==> src/include/cfs_cfg.svh <==
/*
 * Register offsets, field positions, reset values and timing counts
 * of the front-end sampling control. Assumes inclusion by bare name.
 */
`ifndef CFS_CFG_SVH
`define CFS_CFG_SVH
`define CFS_ADDR_CTRL 8'h00
`define CFS_ADDR_GAIN 8'h04
`define CFS_ADDR_LOC 8'h36
`define CFS_ADDR_BLANK 8'h37
`define CFS_ADDR_CLAMP 8'h38
`define CFS_ADDR_MSTART 8'h39
`define CFS_ADDR_MEND 8'h3A
`define CFS_ADDR_STAT 8'h3B
`define CFS_MODE_MSB 9
`define CFS_MODE_LSB 8
`define CFS_DCR_BIT 6
`define CFS_CTRL_RST 10'h000
`define CFS_GAIN_RST 2'h1
`define CFS_LOC_RST 12'h800
`define CFS_CLAMP_RST 10'h000
`define CFS_MASK_RST 13'h0000
`define CFS_SHA_SEP 6'h20
`define CFS_STEPS 64
`endif

==> src/include/cfs_pkg.sv <==
/*
 * Types of the front-end sampling control.
 * Assumes nothing of its surroundings.
 */
package cfs_pkg;
    typedef enum logic [1:0] {
        CFS_INV = 2'b00,
        CFS_NONINV = 2'b01,
        CFS_SHA = 2'b10,
        CFS_RSVD = 2'b11
    } cfs_mode_e;
    typedef logic [13:0] cfs_word_t;
endpackage

==> src/include/cfs_cfg_if.sv <==
/*
 * Configuration and status carrier between the register file, the
 * clamp mask and the sampling core. Assumes one clock for all ends.
 */
`timescale 1ns/100ps
interface cfs_cfg_if;
    logic [1:0] mode;
    logic dcr_keep;
    logic [1:0] gain;
    logic [5:0] ref_loc;
    logic [5:0] data_loc;
    logic out_clamp_sel;
    logic [9:0] clamp_level;
    logic [12:0] mask_start;
    logic [12:0] mask_end;
    logic [12:0] line_count;
    logic mask_active;
    logic loc_mismatch;
    modport regs (output mode, dcr_keep, gain, ref_loc, data_loc, out_clamp_sel,
        clamp_level, mask_start, mask_end, input line_count, loc_mismatch);
    modport core (input mode, dcr_keep, gain, ref_loc, data_loc, out_clamp_sel,
        clamp_level, mask_active, output loc_mismatch);
    modport mask (input mask_start, mask_end, output line_count, mask_active);
endinterface

==> src/cfs_clamp_mask.sv <==
/*
 * Line counter and black-clamp mask window.
 * Assumes one-cycle frame and line start pulses from the timing generator.
 */
`timescale 1ns/100ps
module cfs_clamp_mask
    import cfs_pkg::*;
(
    // clock and reset
    input wire logic clk,
    input wire logic resetn,
    // timing generator
    input wire logic frame_start,
    input wire logic line_start,
    // configuration
    cfs_cfg_if.mask cfg
);
    logic [12:0] line_reg;

    always_ff @(posedge clk or negedge resetn) begin
        if (!resetn) begin
            line_reg <= 13'h0000;
        end else if (frame_start) begin
            line_reg <= 13'h0000;
        end else if (line_start) begin
            line_reg <= line_reg + 13'h0001;
        end
    end

    assign cfg.line_count = line_reg;
    // window empty when start is past end
    assign cfg.mask_active = (line_reg >= cfg.mask_start) && (line_reg <= cfg.mask_end);
endmodule

==> src/cfs_regs.sv <==
/*
 * Register file on a plain strobe port; read data one cycle later.
 * Assumes strobes one cycle long and never both at once.
 */
`timescale 1ns/100ps
`include "cfs_cfg.svh"
module cfs_regs
    import cfs_pkg::*;
(
    // clock and reset
    input wire logic clk,
    input wire logic resetn,
    // register port
    input wire logic [7:0] reg_addr,
    input wire logic [15:0] reg_wdata,
    input wire logic reg_wr,
    input wire logic reg_rd,
    output logic [15:0] reg_rdata,
    // configuration
    cfs_cfg_if.regs cfg
);
    logic [9:0] ctrl_reg;
    logic [1:0] gain_reg;
    logic [11:0] loc_reg;
    logic blank_reg;
    logic [9:0] clamp_reg;
    logic [12:0] mstart_reg;
    logic [12:0] mend_reg;
    logic [15:0] rdata_next;

    always_ff @(posedge clk or negedge resetn) begin
        if (!resetn) begin
            ctrl_reg <= `CFS_CTRL_RST;
            gain_reg <= `CFS_GAIN_RST;
            loc_reg <= `CFS_LOC_RST;
            blank_reg <= 1'b0;
            clamp_reg <= `CFS_CLAMP_RST;
            mstart_reg <= `CFS_MASK_RST;
            mend_reg <= `CFS_MASK_RST;
        end else if (reg_wr) begin
            unique case (reg_addr)
                `CFS_ADDR_CTRL: ctrl_reg <= reg_wdata[9:0];
                `CFS_ADDR_GAIN: gain_reg <= reg_wdata[1:0];
                `CFS_ADDR_LOC: loc_reg <= reg_wdata[11:0];
                `CFS_ADDR_BLANK: blank_reg <= reg_wdata[0];
                `CFS_ADDR_CLAMP: clamp_reg <= reg_wdata[9:0];
                `CFS_ADDR_MSTART: mstart_reg <= reg_wdata[12:0];
                `CFS_ADDR_MEND: mend_reg <= reg_wdata[12:0];
                default: ;
            endcase
        end
    end

    always_comb begin
        unique case (reg_addr)
            `CFS_ADDR_CTRL: rdata_next = {6'h00, ctrl_reg};
            `CFS_ADDR_GAIN: rdata_next = {14'h0000, gain_reg};
            `CFS_ADDR_LOC: rdata_next = {4'h0, loc_reg};
            `CFS_ADDR_BLANK: rdata_next = {15'h0000, blank_reg};
            `CFS_ADDR_CLAMP: rdata_next = {6'h00, clamp_reg};
            `CFS_ADDR_MSTART: rdata_next = {3'h0, mstart_reg};
            `CFS_ADDR_MEND: rdata_next = {3'h0, mend_reg};
            `CFS_ADDR_STAT: rdata_next = {2'h0, cfg.loc_mismatch, cfg.line_count};
            default: rdata_next = 16'h0000;
        endcase
    end

    always_ff @(posedge clk or negedge resetn) begin
        if (!resetn) begin
            reg_rdata <= 16'h0000;
        end else begin
            reg_rdata <= reg_rd ? rdata_next : 16'h0000;
        end
    end

    assign cfg.mode = ctrl_reg[`CFS_MODE_MSB:`CFS_MODE_LSB];
    assign cfg.dcr_keep = ctrl_reg[`CFS_DCR_BIT];
    assign cfg.gain = gain_reg;
    assign cfg.ref_loc = loc_reg[5:0];
    assign cfg.data_loc = loc_reg[11:6];
    assign cfg.out_clamp_sel = blank_reg;
    assign cfg.clamp_level = clamp_reg;
    assign cfg.mask_start = mstart_reg;
    assign cfg.mask_end = mend_reg;
endmodule

==> src/cfs_top.sv <==
/*
 * Digital control of one CCD front-end channel: sampler mode, gain step,
 * sample-edge placement, dc-restore gating, pre-blanking isolation and
 * output substitution, black-clamp masking.
 * Assumes pre-blanking, clamp and line pulses and converter words come
 * from logic on clk; the sensor itself is analog and not modelled.
 */
`timescale 1ns/100ps
`include "cfs_cfg.svh"
module cfs_top
    import cfs_pkg::*;
#(
    parameter int STEPS = `CFS_STEPS
)
(
    // clock and reset
    input wire logic clk,
    input wire logic resetn,
    // register port
    input wire logic [7:0] reg_addr,
    input wire logic [15:0] reg_wdata,
    input wire logic reg_wr,
    input wire logic reg_rd,
    output logic [15:0] reg_rdata,
    // timing generator
    input wire logic pre_blanking_n,
    input wire logic black_clamp_pulse,
    input wire logic frame_start,
    input wire logic line_start,
    // converter words
    input wire cfs_word_t adc_word,
    input wire logic adc_valid,
    output cfs_word_t out_word,
    output logic out_valid,
    // sampler control
    output logic reference_sample_clock,
    output logic data_level_sample_clock,
    output logic sample_pos,
    output logic sample_neg,
    output logic input_connect,
    output logic input_ground,
    output logic neg_input_ground,
    output logic dcr_switch,
    output logic clamp_gate,
    output logic [1:0] sampler_mode,
    output logic [1:0] gain_code,
    output logic signed [3:0] gain_db,
    output logic pixel_tick
);
    cfs_cfg_if cfg ();

    cfs_regs u_regs (
        .clk(clk),
        .resetn(resetn),
        .reg_addr(reg_addr),
        .reg_wdata(reg_wdata),
        .reg_wr(reg_wr),
        .reg_rd(reg_rd),
        .reg_rdata(reg_rdata),
        .cfg(cfg.regs)
    );

    cfs_clamp_mask u_mask (
        .clk(clk),
        .resetn(resetn),
        .frame_start(frame_start),
        .line_start(line_start),
        .cfg(cfg.mask)
    );

    // fine phase within one pixel period
    logic [5:0] phase_reg;
    logic [5:0] phase_next;
    logic blanking_active;
    logic mode_ok;
    logic ref_hit;
    logic data_hit;
    logic [5:0] data_want;
    cfs_mode_e mode;

    assign mode = cfs_mode_e'(cfg.mode);
    assign blanking_active = ~pre_blanking_n;
    assign mode_ok = (mode != CFS_RSVD);
    assign phase_next = (phase_reg == 6'(STEPS - 1)) ? 6'h00 : phase_reg + 6'h01;
    assign ref_hit = mode_ok && (phase_reg == cfg.ref_loc);
    assign data_hit = (mode == CFS_INV || mode == CFS_NONINV)
        && (phase_reg == cfg.data_loc);
    assign data_want = cfg.ref_loc + `CFS_SHA_SEP;
    assign cfg.loc_mismatch = (mode == CFS_SHA) && (cfg.data_loc != data_want);

    always_ff @(posedge clk or negedge resetn) begin
        if (!resetn) begin
            phase_reg <= 6'h00;
            pixel_tick <= 1'b0;
        end else begin
            phase_reg <= phase_next;
            pixel_tick <= (phase_reg == 6'(STEPS - 1));
        end
    end

    // sample clocks and sampling strobes
    always_ff @(posedge clk or negedge resetn) begin
        if (!resetn) begin
            reference_sample_clock <= 1'b0;
            data_level_sample_clock <= 1'b0;
            sample_pos <= 1'b0;
            sample_neg <= 1'b0;
        end else begin
            reference_sample_clock <= ref_hit;
            data_level_sample_clock <= data_hit;
            sample_pos <= ref_hit || data_hit;
            sample_neg <= ref_hit && (mode == CFS_SHA);
        end
    end

    // input switches
    always_ff @(posedge clk or negedge resetn) begin
        if (!resetn) begin
            input_connect <= 1'b0;
            input_ground <= 1'b1;
            neg_input_ground <= 1'b1;
        end else begin
            input_connect <= !blanking_active && mode_ok;
            input_ground <= blanking_active || !mode_ok;
            neg_input_ground <= (mode == CFS_INV);
        end
    end

    // dc restore closes with the reference pulse only
    always_ff @(posedge clk or negedge resetn) begin
        if (!resetn) begin
            dcr_switch <= 1'b0;
        end else begin
            dcr_switch <= ref_hit && (!blanking_active || cfg.dcr_keep);
        end
    end

    // masked lines drop the clamp pulse
    always_ff @(posedge clk or negedge resetn) begin
        if (!resetn) begin
            clamp_gate <= 1'b0;
        end else begin
            clamp_gate <= black_clamp_pulse && !cfg.mask_active;
        end
    end

    // output substitution during pre-blanking
    always_ff @(posedge clk or negedge resetn) begin
        if (!resetn) begin
            out_word <= 14'h0000;
            out_valid <= 1'b0;
        end else begin
            out_valid <= adc_valid;
            if (blanking_active) begin
                out_word <= cfg.out_clamp_sel ? {4'h0, cfg.clamp_level} : 14'h0000;
            end else begin
                out_word <= adc_word;
            end
        end
    end

    // mode and gain step
    always_ff @(posedge clk or negedge resetn) begin
        if (!resetn) begin
            sampler_mode <= 2'b00;
            gain_code <= `CFS_GAIN_RST;
            gain_db <= 4'sh0;
        end else begin
            sampler_mode <= cfg.mode;
            gain_code <= cfg.gain;
            unique case (cfg.gain)
                2'b00: gain_db <= -4'sd3;
                2'b01: gain_db <= 4'sd0;
                2'b10: gain_db <= 4'sd3;
                2'b11: gain_db <= 4'sd6;
            endcase
        end
    end

    // cycles since the last reference pulse, restarted when its placement moves
    logic [6:0] ref_gap_reg;
    logic [5:0] ref_loc_seen_reg;

    always_ff @(posedge clk or negedge resetn) begin
        if (!resetn) begin
            ref_gap_reg <= 7'h00;
            ref_loc_seen_reg <= 6'h00;
        end else begin
            ref_loc_seen_reg <= cfg.ref_loc;
            if (reference_sample_clock || !mode_ok || (cfg.ref_loc != ref_loc_seen_reg)) begin
                ref_gap_reg <= 7'h00;
            end else if (ref_gap_reg != 7'h7F) begin
                ref_gap_reg <= ref_gap_reg + 7'h01;
            end
        end
    end

    // checks
    inv_ground_a: assert property (@(posedge clk) disable iff (!resetn)
        (mode == CFS_INV) |=> neg_input_ground)
        else $error("inverting mode without grounded minus input");

    blank_isolate_a: assert property (@(posedge clk) disable iff (!resetn)
        blanking_active |=> (input_ground && !input_connect))
        else $error("sampler input not isolated during pre-blanking");

    blank_zero_a: assert property (@(posedge clk) disable iff (!resetn)
        (blanking_active && !cfg.out_clamp_sel) |=> (out_word == 14'h0000))
        else $error("output not zero during pre-blanking");

    blank_clamp_a: assert property (@(posedge clk) disable iff (!resetn)
        (blanking_active && cfg.out_clamp_sel) |=> (out_word == {4'h0, $past(cfg.clamp_level)}))
        else $error("output not clamp level during pre-blanking");

    pass_word_a: assert property (@(posedge clk) disable iff (!resetn)
        !blanking_active |=> (out_word == $past(adc_word)))
        else $error("converter word not passed outside pre-blanking");

    dcr_off_a: assert property (@(posedge clk) disable iff (!resetn)
        (blanking_active && !cfg.dcr_keep) |=> !dcr_switch)
        else $error("dc restore closed during pre-blanking");

    dcr_ref_a: assert property (@(posedge clk) disable iff (!resetn)
        dcr_switch |-> reference_sample_clock)
        else $error("dc restore closed outside reference pulse");

    ref_period_a: assert property (@(posedge clk) disable iff (!resetn)
        ref_gap_reg <= 7'(STEPS))
        else $error("reference pulse not once per pixel");

    mask_drop_a: assert property (@(posedge clk) disable iff (!resetn)
        cfg.mask_active |=> !clamp_gate)
        else $error("clamp pulse passed on masked line");

    sha_same_a: assert property (@(posedge clk) disable iff (!resetn)
        ((mode == CFS_SHA) && ref_hit) |=> (sample_pos && sample_neg))
        else $error("differential inputs not sampled together");

    sha_nodata_a: assert property (@(posedge clk) disable iff (!resetn)
        (mode == CFS_SHA) |=> !data_level_sample_clock)
        else $error("data sample clock in sample-and-hold mode");

    rsvd_idle_a: assert property (@(posedge clk) disable iff (!resetn)
        (mode == CFS_RSVD) |=> (!reference_sample_clock && !input_connect))
        else $error("reserved mode is sampling");

    gain_step_a: assert property (@(posedge clk) disable iff (!resetn)
        (cfg.gain == 2'b01) |=> (gain_db == 4'sd0))
        else $error("gain step wrong");

    gain_minus_a: assert property (@(posedge clk) disable iff (!resetn)
        (cfg.gain == 2'b00) |=> (gain_db == -4'sd3))
        else $error("gain step -3 wrong");

    gain_plus3_a: assert property (@(posedge clk) disable iff (!resetn)
        (cfg.gain == 2'b10) |=> (gain_db == 4'sd3))
        else $error("gain step +3 wrong");

    gain_plus6_a: assert property (@(posedge clk) disable iff (!resetn)
        (cfg.gain == 2'b11) |=> (gain_db == 4'sd6))
        else $error("gain step +6 wrong");

    gain_code_a: assert property (@(posedge clk) disable iff (!resetn)
        1'b1 |=> (gain_code == $past(cfg.gain)))
        else $error("gain code not following register");

    mode_follow_a: assert property (@(posedge clk) disable iff (!resetn)
        1'b1 |=> (sampler_mode == $past(cfg.mode)))
        else $error("sampler mode not following register");

    ref_single_a: assert property (@(posedge clk) disable iff (!resetn)
        (reference_sample_clock && $stable(cfg.ref_loc)) |=> !reference_sample_clock)
        else $error("reference pulse twice in a row");

    ref_place_a: assert property (@(posedge clk) disable iff (!resetn)
        reference_sample_clock |-> ($past(phase_reg) == $past(cfg.ref_loc)))
        else $error("reference pulse misplaced");

    data_place_a: assert property (@(posedge clk) disable iff (!resetn)
        data_level_sample_clock |-> ($past(phase_reg) == $past(cfg.data_loc)))
        else $error("data pulse misplaced");

    tick_place_a: assert property (@(posedge clk) disable iff (!resetn)
        pixel_tick |-> ($past(phase_reg) == 6'(STEPS - 1)))
        else $error("pixel tick misplaced");

    sha_ref_a: assert property (@(posedge clk) disable iff (!resetn)
        ((mode == CFS_SHA) && ref_hit) |=> reference_sample_clock)
        else $error("sample-and-hold without reference pulse");

    neg_idle_a: assert property (@(posedge clk) disable iff (!resetn)
        (mode != CFS_SHA) |=> !sample_neg)
        else $error("minus input sampled outside sample-and-hold");

    noninv_float_a: assert property (@(posedge clk) disable iff (!resetn)
        (mode != CFS_INV) |=> !neg_input_ground)
        else $error("minus input grounded outside inverting mode");

    run_connect_a: assert property (@(posedge clk) disable iff (!resetn)
        (!blanking_active && mode_ok) |=> (input_connect && !input_ground))
        else $error("sampler input not connected");

    rsvd_ground_a: assert property (@(posedge clk) disable iff (!resetn)
        (mode == CFS_RSVD) |=> input_ground)
        else $error("reserved mode input not grounded");

    rsvd_nodcr_a: assert property (@(posedge clk) disable iff (!resetn)
        (mode == CFS_RSVD) |=> !dcr_switch)
        else $error("dc restore closed in reserved mode");

    dcr_keep_a: assert property (@(posedge clk) disable iff (!resetn)
        (blanking_active && cfg.dcr_keep && ref_hit) |=> dcr_switch)
        else $error("dc restore not kept during pre-blanking");

    dcr_run_a: assert property (@(posedge clk) disable iff (!resetn)
        (!blanking_active && ref_hit) |=> dcr_switch)
        else $error("dc restore open at reference pulse");

    clamp_pass_a: assert property (@(posedge clk) disable iff (!resetn)
        (black_clamp_pulse && !cfg.mask_active) |=> clamp_gate)
        else $error("clamp pulse dropped on open line");

    clamp_idle_a: assert property (@(posedge clk) disable iff (!resetn)
        !black_clamp_pulse |=> !clamp_gate)
        else $error("clamp gate without clamp pulse");

    valid_follow_a: assert property (@(posedge clk) disable iff (!resetn)
        1'b1 |=> (out_valid == $past(adc_valid)))
        else $error("output valid not following converter");
endmodule

==> config.mk <==
export PLATFORM = sky130hd
export DESIGN_NAME = cfs_top
export DESIGN_NICKNAME = d
export VERILOG_FILES = /design/src/include/cfs_pkg.sv /design/src/include/cfs_cfg_if.sv /design/src/cfs_clamp_mask.sv /design/src/cfs_regs.sv /design/src/cfs_top.sv
export VERILOG_INCLUDE_DIRS = /design/src /design/src/include
export SDC_FILE = /design/constraint.sdc
export NUM_CORES = 1
export LEC_CHECK = 0
export BUFFER_PORTS_ARGS = -buffer_cell sky130_fd_sc_hd__buf_2
export CORE_ASPECT_RATIO = 0.75
export CORE_MARGIN = 4
export CORE_UTILIZATION = 48
export DETAILED_ROUTE_END_ITERATION = 8
export MAX_ROUTING_LAYER = met4
export PLACE_DENSITY = 0.81
export SETUP_SLACK_MARGIN = 0.4
export SYNTH_ARGS = -nofsm -noshare
export SYNTH_HDL_FRONTEND = slang
export SYNTH_SLANG_ARGS = --single-unit
==> constraint.sdc <==
create_clock -name clk -period 2.45 [get_ports clk]
set_input_delay 0.49 -clock clk [delete_from_list [all_inputs] [get_ports clk]]
set_output_delay 0.49 -clock clk [all_outputs]
set_load 0.01 [all_outputs]
==> results of run 1 <==
## area by class of cell
class / instances / area [um^2]
Clock buffer: 24 / 492
Multi-Input combinational cell: 373 / 2780
Sequential cell: 127 / 3180
Clock inverter: 8 / 104
Timing Repair Buffer: 109 / 633
Fill cell: 972 / 4960
Tap cell: 166 / 208
Inverter: 32 / 120
## through the flow
step	hold WS, ps	std cells	worst slack, ps	instance area (um^2)	total power, mW
after detailed placement	378	807	226	6930	2.71
after floorplan	194	564	410	6220	2.49
after CTS	100	839	598	7520	5.24
after global placement	376	807	272	6930	2.68
final	79.2	839	596	7520	5.21
after global routing	119	839	504	7520	5.40
## worst min-delay path by stage
| stage | from | slack, ps | depth (start not counted) | end |
|---|---|---|---|---|
| 5_1_grt | resetn | 120 | 1 | out_valid |
| 3_3_place_gp | u_regs.cfg.gain[0] | 380 | 0 | gain_code[0] |
| 6_report | resetn | 80 | 1 | out_valid |
| 2_1_floorplan | resetn | 190 | 0 | clamp_gate |
| 4_1_cts | resetn | 100 | 1 | out_valid |
| 3_5_place_dp | u_regs.cfg.gain[0] | 380 | 0 | gain_code[0] |
## routing by layer
layer | vias to the layer above | wire (um)
met3 | 26 | 1120
met1 | 2348 | 6820
met5 | - | 0
met2 | 209 | 7500
met4 | 0 | 248
li1 | 2166 | -
## power breakdown
part           switching [mW]  internal, mW
Sequential             0.0757          2.19
Clock                   0.918          1.61
Combinational           0.234         0.177
## worst max-delay path, delay by kind of cell
| kind | cells | cell delay (ps) |
|---|---|---|
| simple gates | 3 | 580 |
| compound gates | 1 | 140 |
| buf+inv | 4 | 930 |
## synth_stat cells (5+ instances only)
cell      count
o21ai_0      42
xnor2_1      14
xor2_1       18
a21oi_1      16
dfrtp_1     122
clkbuf_1     21
nand4_1      13
nand3b_1      5
inv_1        32
buf_2         7
nand3_1      14
a22o_1       12
mux2_4       10
a22oi_1       9
a21o_1        7
nor2_1       26
and3_1        5
mux2_2       40
ha_1         31
nand2_1      58
dfstp_2       5
## logic make-up after synthesis
logic type      count (synthesis)
simple gates                  153
flops                         127
compound gates                102
buf+inv                        64
mux                            53
xor+xnor                       32
fa+ha+maj                      31
other cells                     1
==> summary.txt, run 1 <==
Routing usage on met2: 0.356
Leak Pwr: 3.76 nW
Setup crit start: reg_addr[1]
Core Area: 0.0125 mm^2
Crit start category: input port
Hold Crit Class: input port to async pin
Max-cap viol count: 0
Worst-path clk slew: 50 ps
Final ANT Viol Nets: 0
Final #Nets: 738
Status: complete, no violations
Resized Gates After CTS: 0
Total Routed Length: 15,700 um
H-tree depth: 4
Worst path cell trace: buf_2 > buf_4 > nor2b_1 > buf_4 > and3_1 > buf_4 > nand2_1 > o21ai_0
Most used routing layer in global routing: met2
Worst-Margin Slew: 634 ps
Syn avg cell area: 11.0 um^2
Setup Buffers After CTS: 0
Most frequent cells in the layout: 122 x dfrtp_1, 89 x buf_2, 58 x nand2_1, 42 x o21ai_0, 40 x mux2_2
Post-layout util: 0.603
DR vias/cell: 5.66
Unrepaired setup endpoints after global routing: false
Cell row count: 35
Yosys cell types: 54
Crit path time final: 1850 ps
Largest buffer count on any clock path: 2
Clock Latency Late Sink: 420 ps
Top cell type's share of synthesized area: 0.491
Final setup TNS: 0 ps
Clk_skew: 13.0 ps
Crit end category: flop
Slew margin rel.: 0.577
Yosys top cell by area: dfrtp_1
Slew Limit Fails: 0
Flop-to-flop setup slack: 600 ps
Worst Setup EP: u_regs.cfg.mask_end[9]
Area share of xor/xnor cells in the synthesized design: 0.0451
Fin. Hold Viols: 0
Post-Syn Area: 0.00622 mm^2
Placer Congestion: 0.927
Number of synthesized flops with an enable pin: 0
Met1 Resource Use GR: 0.283
Power density over the cells: 692 mW/mm^2
Synth Flop Type: dfrtp_1
Die Area: 0.0149 mm^2
CP Max Fanout: 42
Met3 Usage GRT: 0.0602
I/O Buffers: 90
Synth area leaders: dfrtp_1 49%, mux2_2 7.2%, ha_1 6.2%
Critical Path Slowest Stage Cell: buf_4
Mux share of post-synthesis cell area: 0.104
CTS tree: built
Worst r2r path cells: 7
Share of layout cells above drive strength 1: 0.297
CTS Root Cell: clkbuf_16
DIE WIDTH: 139 um
Capturing point of the worst reg2reg path: clamp_gate
Most Frequent Cell on Critical Path: buf_4
Reg-to-Reg Start: u_mask.cfg.line_count[0]
Tcrit/Tclk final: 0.757
Arr. time, crit path: 2160 ps
Area grow syn2layout: 20.9%
Clock sinks: 127
Largest family of logic cells by synthesized area: simple AND/OR/NAND/NOR gates
Largest net degree at the start of global routing: 48
Via count: 4,749
First-pass GRT wire length: 25,800 um
CTS buffer count: 17
Post-Synth Simple-Gate Area: 0.129
CTS Hold Bufs: 0
Crit Path Class: input port to flop
Overflow after GRT: 0
Initial antenna violation count: 0
Die Span Y: 107 um
Post-synthesis register bit count: 127
DRT iter0 DRCs: 365
Synth Area in Adders: 0.0624
Yosys warns: 0
Fmax: 539 MHz
Number of global-route vias before repair: 5,095
DRC Markers: 0
Max IR drop VDD: 0.513 mV
GRT Overall Usage: 0.225
Wirelength per Cell: 18.7 um
Setup violators final: 0
Required @ worst endpoint: 2750 ps
Post-synthesis sequential area ratio: 0.512
Ys async rst share: 1.00
Inserted Diodes: 0
Commonest non-fill, non-tap cell in the layout: dfrtp_1
Slowest Stage Delay on Critical Path: 380 ps
Ports: 96
Drt pass-1 iters: 5
Initial Util: 0.498
Hpwl dp: 11,000 um
Synth Area in Compound Gates: 0.105
Cells after Synth: 563
Biggest regs: out_word x14, u_regs.reg_rdata x14
Power figures use the tool's default switching activity.
==> run 2: changes to the inputs <==
--- a/config.mk
+++ b/config.mk
@@ -12,7 +12,7 @@
 export CORE_UTILIZATION = 48
 export DETAILED_ROUTE_END_ITERATION = 8
 export MAX_ROUTING_LAYER = met4
-export PLACE_DENSITY = 0.81
+export PLACE_DENSITY = 0.84
 export SETUP_SLACK_MARGIN = 0.4
 export SYNTH_ARGS = -nofsm -noshare
 export SYNTH_HDL_FRONTEND = slang
==> constraint.sdc (replaced) <==
create_clock -name clk -period 1.7 [get_ports clk]
set_input_delay 0.34 -clock clk [delete_from_list [all_inputs] [get_ports clk]]
set_output_delay 0.34 -clock clk [all_outputs]
set_load 0.01 [all_outputs]
==> run 2 against run 1 <==
  * The flow now finishes with violations (setup timing)
  * Via count up 9.7%
  * First-iteration DRC count up 73%
  * Sequential power up 44%
  * Register-to-register slack worse by 700 ps
  * Hold slack worse by 56 ps
  * Routed wire length up 24%
  * Cell count up 6.3%
==> summary.txt, run 2 (same netlist as run 1, synthesis figures left out) <==
P_int: 5.70 mW (+43%)
Clock Latency Late Sink: 430 ps (about the same)
Worst hold slack: 23.4 ps (-55.8 ps)
H-tree depth: 4 (unchanged)
Clock power share: 0.471 (-0.014)
Status: finished with violations
Drt pass-1 iters: 6 (+1)
Final ANT Viol Nets: 0 (unchanged)
Flop-to-flop setup slack: -110 ps (-700 ps)
Commonest non-fill, non-tap cell in the layout: dfrtp_1
DIE WIDTH: 139 um (unchanged)
DRT iter0 DRCs: 631 (+73%)
CP bufs+invs: 1 (-3)
Met1 Resource Use GR: 0.319 (+0.0357)
Most frequent cells in the layout: 109 x dfrtp_1, 80 x buf_2, 46 x mux2_4, 42 x nand2_1, 37 x buf_4
Required @ worst endpoint: 1990 ps (-760 ps)
Critical Path Slowest Stage Cell: dfrtp_1
Inserted Diodes: 0 (unchanged)
Seq. cell area: 0.00320 mm^2 (+0.51%)
Net switching fraction of the power: 0.259 (+0.0232)
Initial antenna violation count: 0 (unchanged)
CP Max Fanout: 3 (-93%)
Psw: 1.99 mW (+62%)
Via count: 5,208 (+9.7%)
Reg-to-Reg Start: u_regs.cfg.mask_end[7]
Final #Nets: 792 (+7.3%)
GRT Overall Usage: 0.259 (+0.0341)
Worst-Margin Slew: 523 ps (-111 ps)
Die Span Y: 107 um (unchanged)
Worst r2r path cells: 7 (unchanged)
Fin. Hold Viols: 0 (unchanged)
Largest net degree at the start of global routing: 59 (+23%)
Max-cap viol count: 0 (unchanged)
Setup ws final: -106 ps (-702 ps)
CTS Root Cell: clkbuf_16
Placer Congestion: 0.909 (-1.9%)
First-pass GRT wire length: 29,000 um (+12%)
Min-Delay Path Depth: 1
Delay-heaviest family, CP: compound AO/OA/AOI/OAI gates
CTS tree: built
Ports: 96 (unchanged)
Area grow syn2layout: 40.8%
Fmax: 554 MHz
Wirelength per Cell: 21.8 um (+17%)
Hold Path End: out_valid
Cell row count: 35 (unchanged)
I/O Buffers: 90 (unchanged)
Overflow after GRT: 0 (unchanged)
Die Area: 0.0149 mm^2 (unchanged)
Hold path start: adc_valid
Share of layout cells above drive strength 1: 0.468 (+0.171)
Number of global-route vias before repair: 5,474 (+7.4%)
Combinational share of power: 0.104 (+0.025)
Leak Pwr: 4.28 nW (+14%)
Slew margin rel.: 0.651 (+0.0740)
Slew Limit Fails: 0 (unchanged)
Clock sinks: 127 (unchanged)
Crit end category: flop
Worst path cell trace: inv_2 > ha_4 > a21oi_2 > nand2_1 > a221o_1 > a211oi_2 > o22ai_2
Most used routing layer in global routing: met2
DR vias/cell: 5.84 (+3.1%)
Crit Path Class: flop to flop
Tcrit/Tclk final: 1.06
Arr. time, crit path: 2090 ps (-70 ps)
Filler cell count: 795 (-18%)
Capturing point of the worst reg2reg path: clamp_gate
Max IR drop VDD: 0.869 mV (+69%)
Slowest Stage Delay on Critical Path: 400 ps (+20 ps)
Setup violators final: 1 (+1)
Biggest regs: out_word x14, u_regs.reg_rdata x14
Hpwl dp: 11,400 um (+3.9%)
Unrepaired setup endpoints after global routing: true
Pre-CTS WS: -304 ps (-530 ps)
CTS buffer count: 17 (unchanged)
Hold Crit Class: input port to flop
Power density over the cells: 878 mW/mm^2 (+27%)
Crit path time final: 1810 ps
Crit start category: flop
Initial Util: 0.498 (unchanged)
Total Routed Length: 19,500 um (+24%)
Worst-path clk slew: 60 ps (about the same)
Largest buffer count on any clock path: 2 (unchanged)
Clk_skew: 10.2 ps (-2.77 ps)
Multi-input logic area: 0.00336 mm^2 (+21%)
DRC Markers: 0 (unchanged)
Core Area: 0.0125 mm^2 (unchanged)
Met3 Usage GRT: 0.0727 (+0.0125)
Failing checks: setup timing
Routing usage on met2: 0.410 (+0.0545)
Sequential share of power: 0.425 (-0.011)
## run 2: metal layers
metal	up-vias	share of wire
met2	317	0.46
met1	2537	0.40
met3	67	0.094
met5	-	0
met4	0	0.039
li1	2287	-
## run 2: worst register-to-register path, stage by stage, from the launching register on
cell      delay (ps)
dfrtp_1          400
inv_2            120
ha_4             230
a21oi_2          140
nand2_1           70
a221o_1          340
a211oi_2         260
o22ai_2          130
## run 2: area by class of cell
class / count / share of cell area
clock inverters: 14 / 0.0180
clock buffers: 17 / 0.0486
inverters: 32 / 0.0137
repair buffers: 161 / 0.147
multi-input cells: 375 / 0.383
flip-flops and latches: 127 / 0.366
well taps: 166 / 0.0237
## run 2: stage by stage
step | TNS [ps] | total power [mW] | util | instances | cell area [um^2]
global placement | -11410 | 3.92 | 0.577 | 825 | 7210
detailed placement | -14330 | 3.96 | 0.577 | 825 | 7210
CTS | -23.3 | 7.60 | 0.672 | 881 | 8390
finish | -106 | 7.69 | 0.701 | 892 | 8750
floorplan | -1890 | 3.62 | - | 564 | 6440
global route | -154 | 7.94 | 0.701 | 892 | 8750
## run 2: repair_timing
action | CTS | global route
hold buffers | 1 | 0
buffers inserted | 19 | 8
pin swaps | 44 | 27
resized for setup | 99 | 69
hold endpoints to repair | 8 | 0
cloned | 5 | 3
endpoints found under the setup margin | 89 | 101
## run 2: how the worst max path moves through the flow
| stage | cells after the start | end | from |
|---|---|---|---|
| 5_1_grt | 7 | clamp_gate | u_regs.cfg.mask_end[7] |
| 3_5_place_dp | 6 | u_regs.ctrl_reg[2] | reg_addr[0] |
| 4_1_cts | 6 | clamp_gate | u_regs.cfg.mask_end[8] |
| 3_3_place_gp | 7 | u_regs.reg_rdata[10] | reg_addr[0] |
| 6_report | 7 | clamp_gate | u_regs.cfg.mask_end[7] |
| 2_1_floorplan | 6 | u_regs.ctrl_reg[0] | reg_addr[0] |
## run 2: power groups by stage
stage          Sequential, mW  Combinational (mW)  Clock, mW
2_1_floorplan            3.30               0.319          0
3_3_place_gp             3.30               0.621          0
3_5_place_dp             3.31               0.651          0
4_1_cts                  3.26               0.736       3.60
5_1_grt                  3.28               0.864       3.80
6_report                 3.27               0.798       3.62
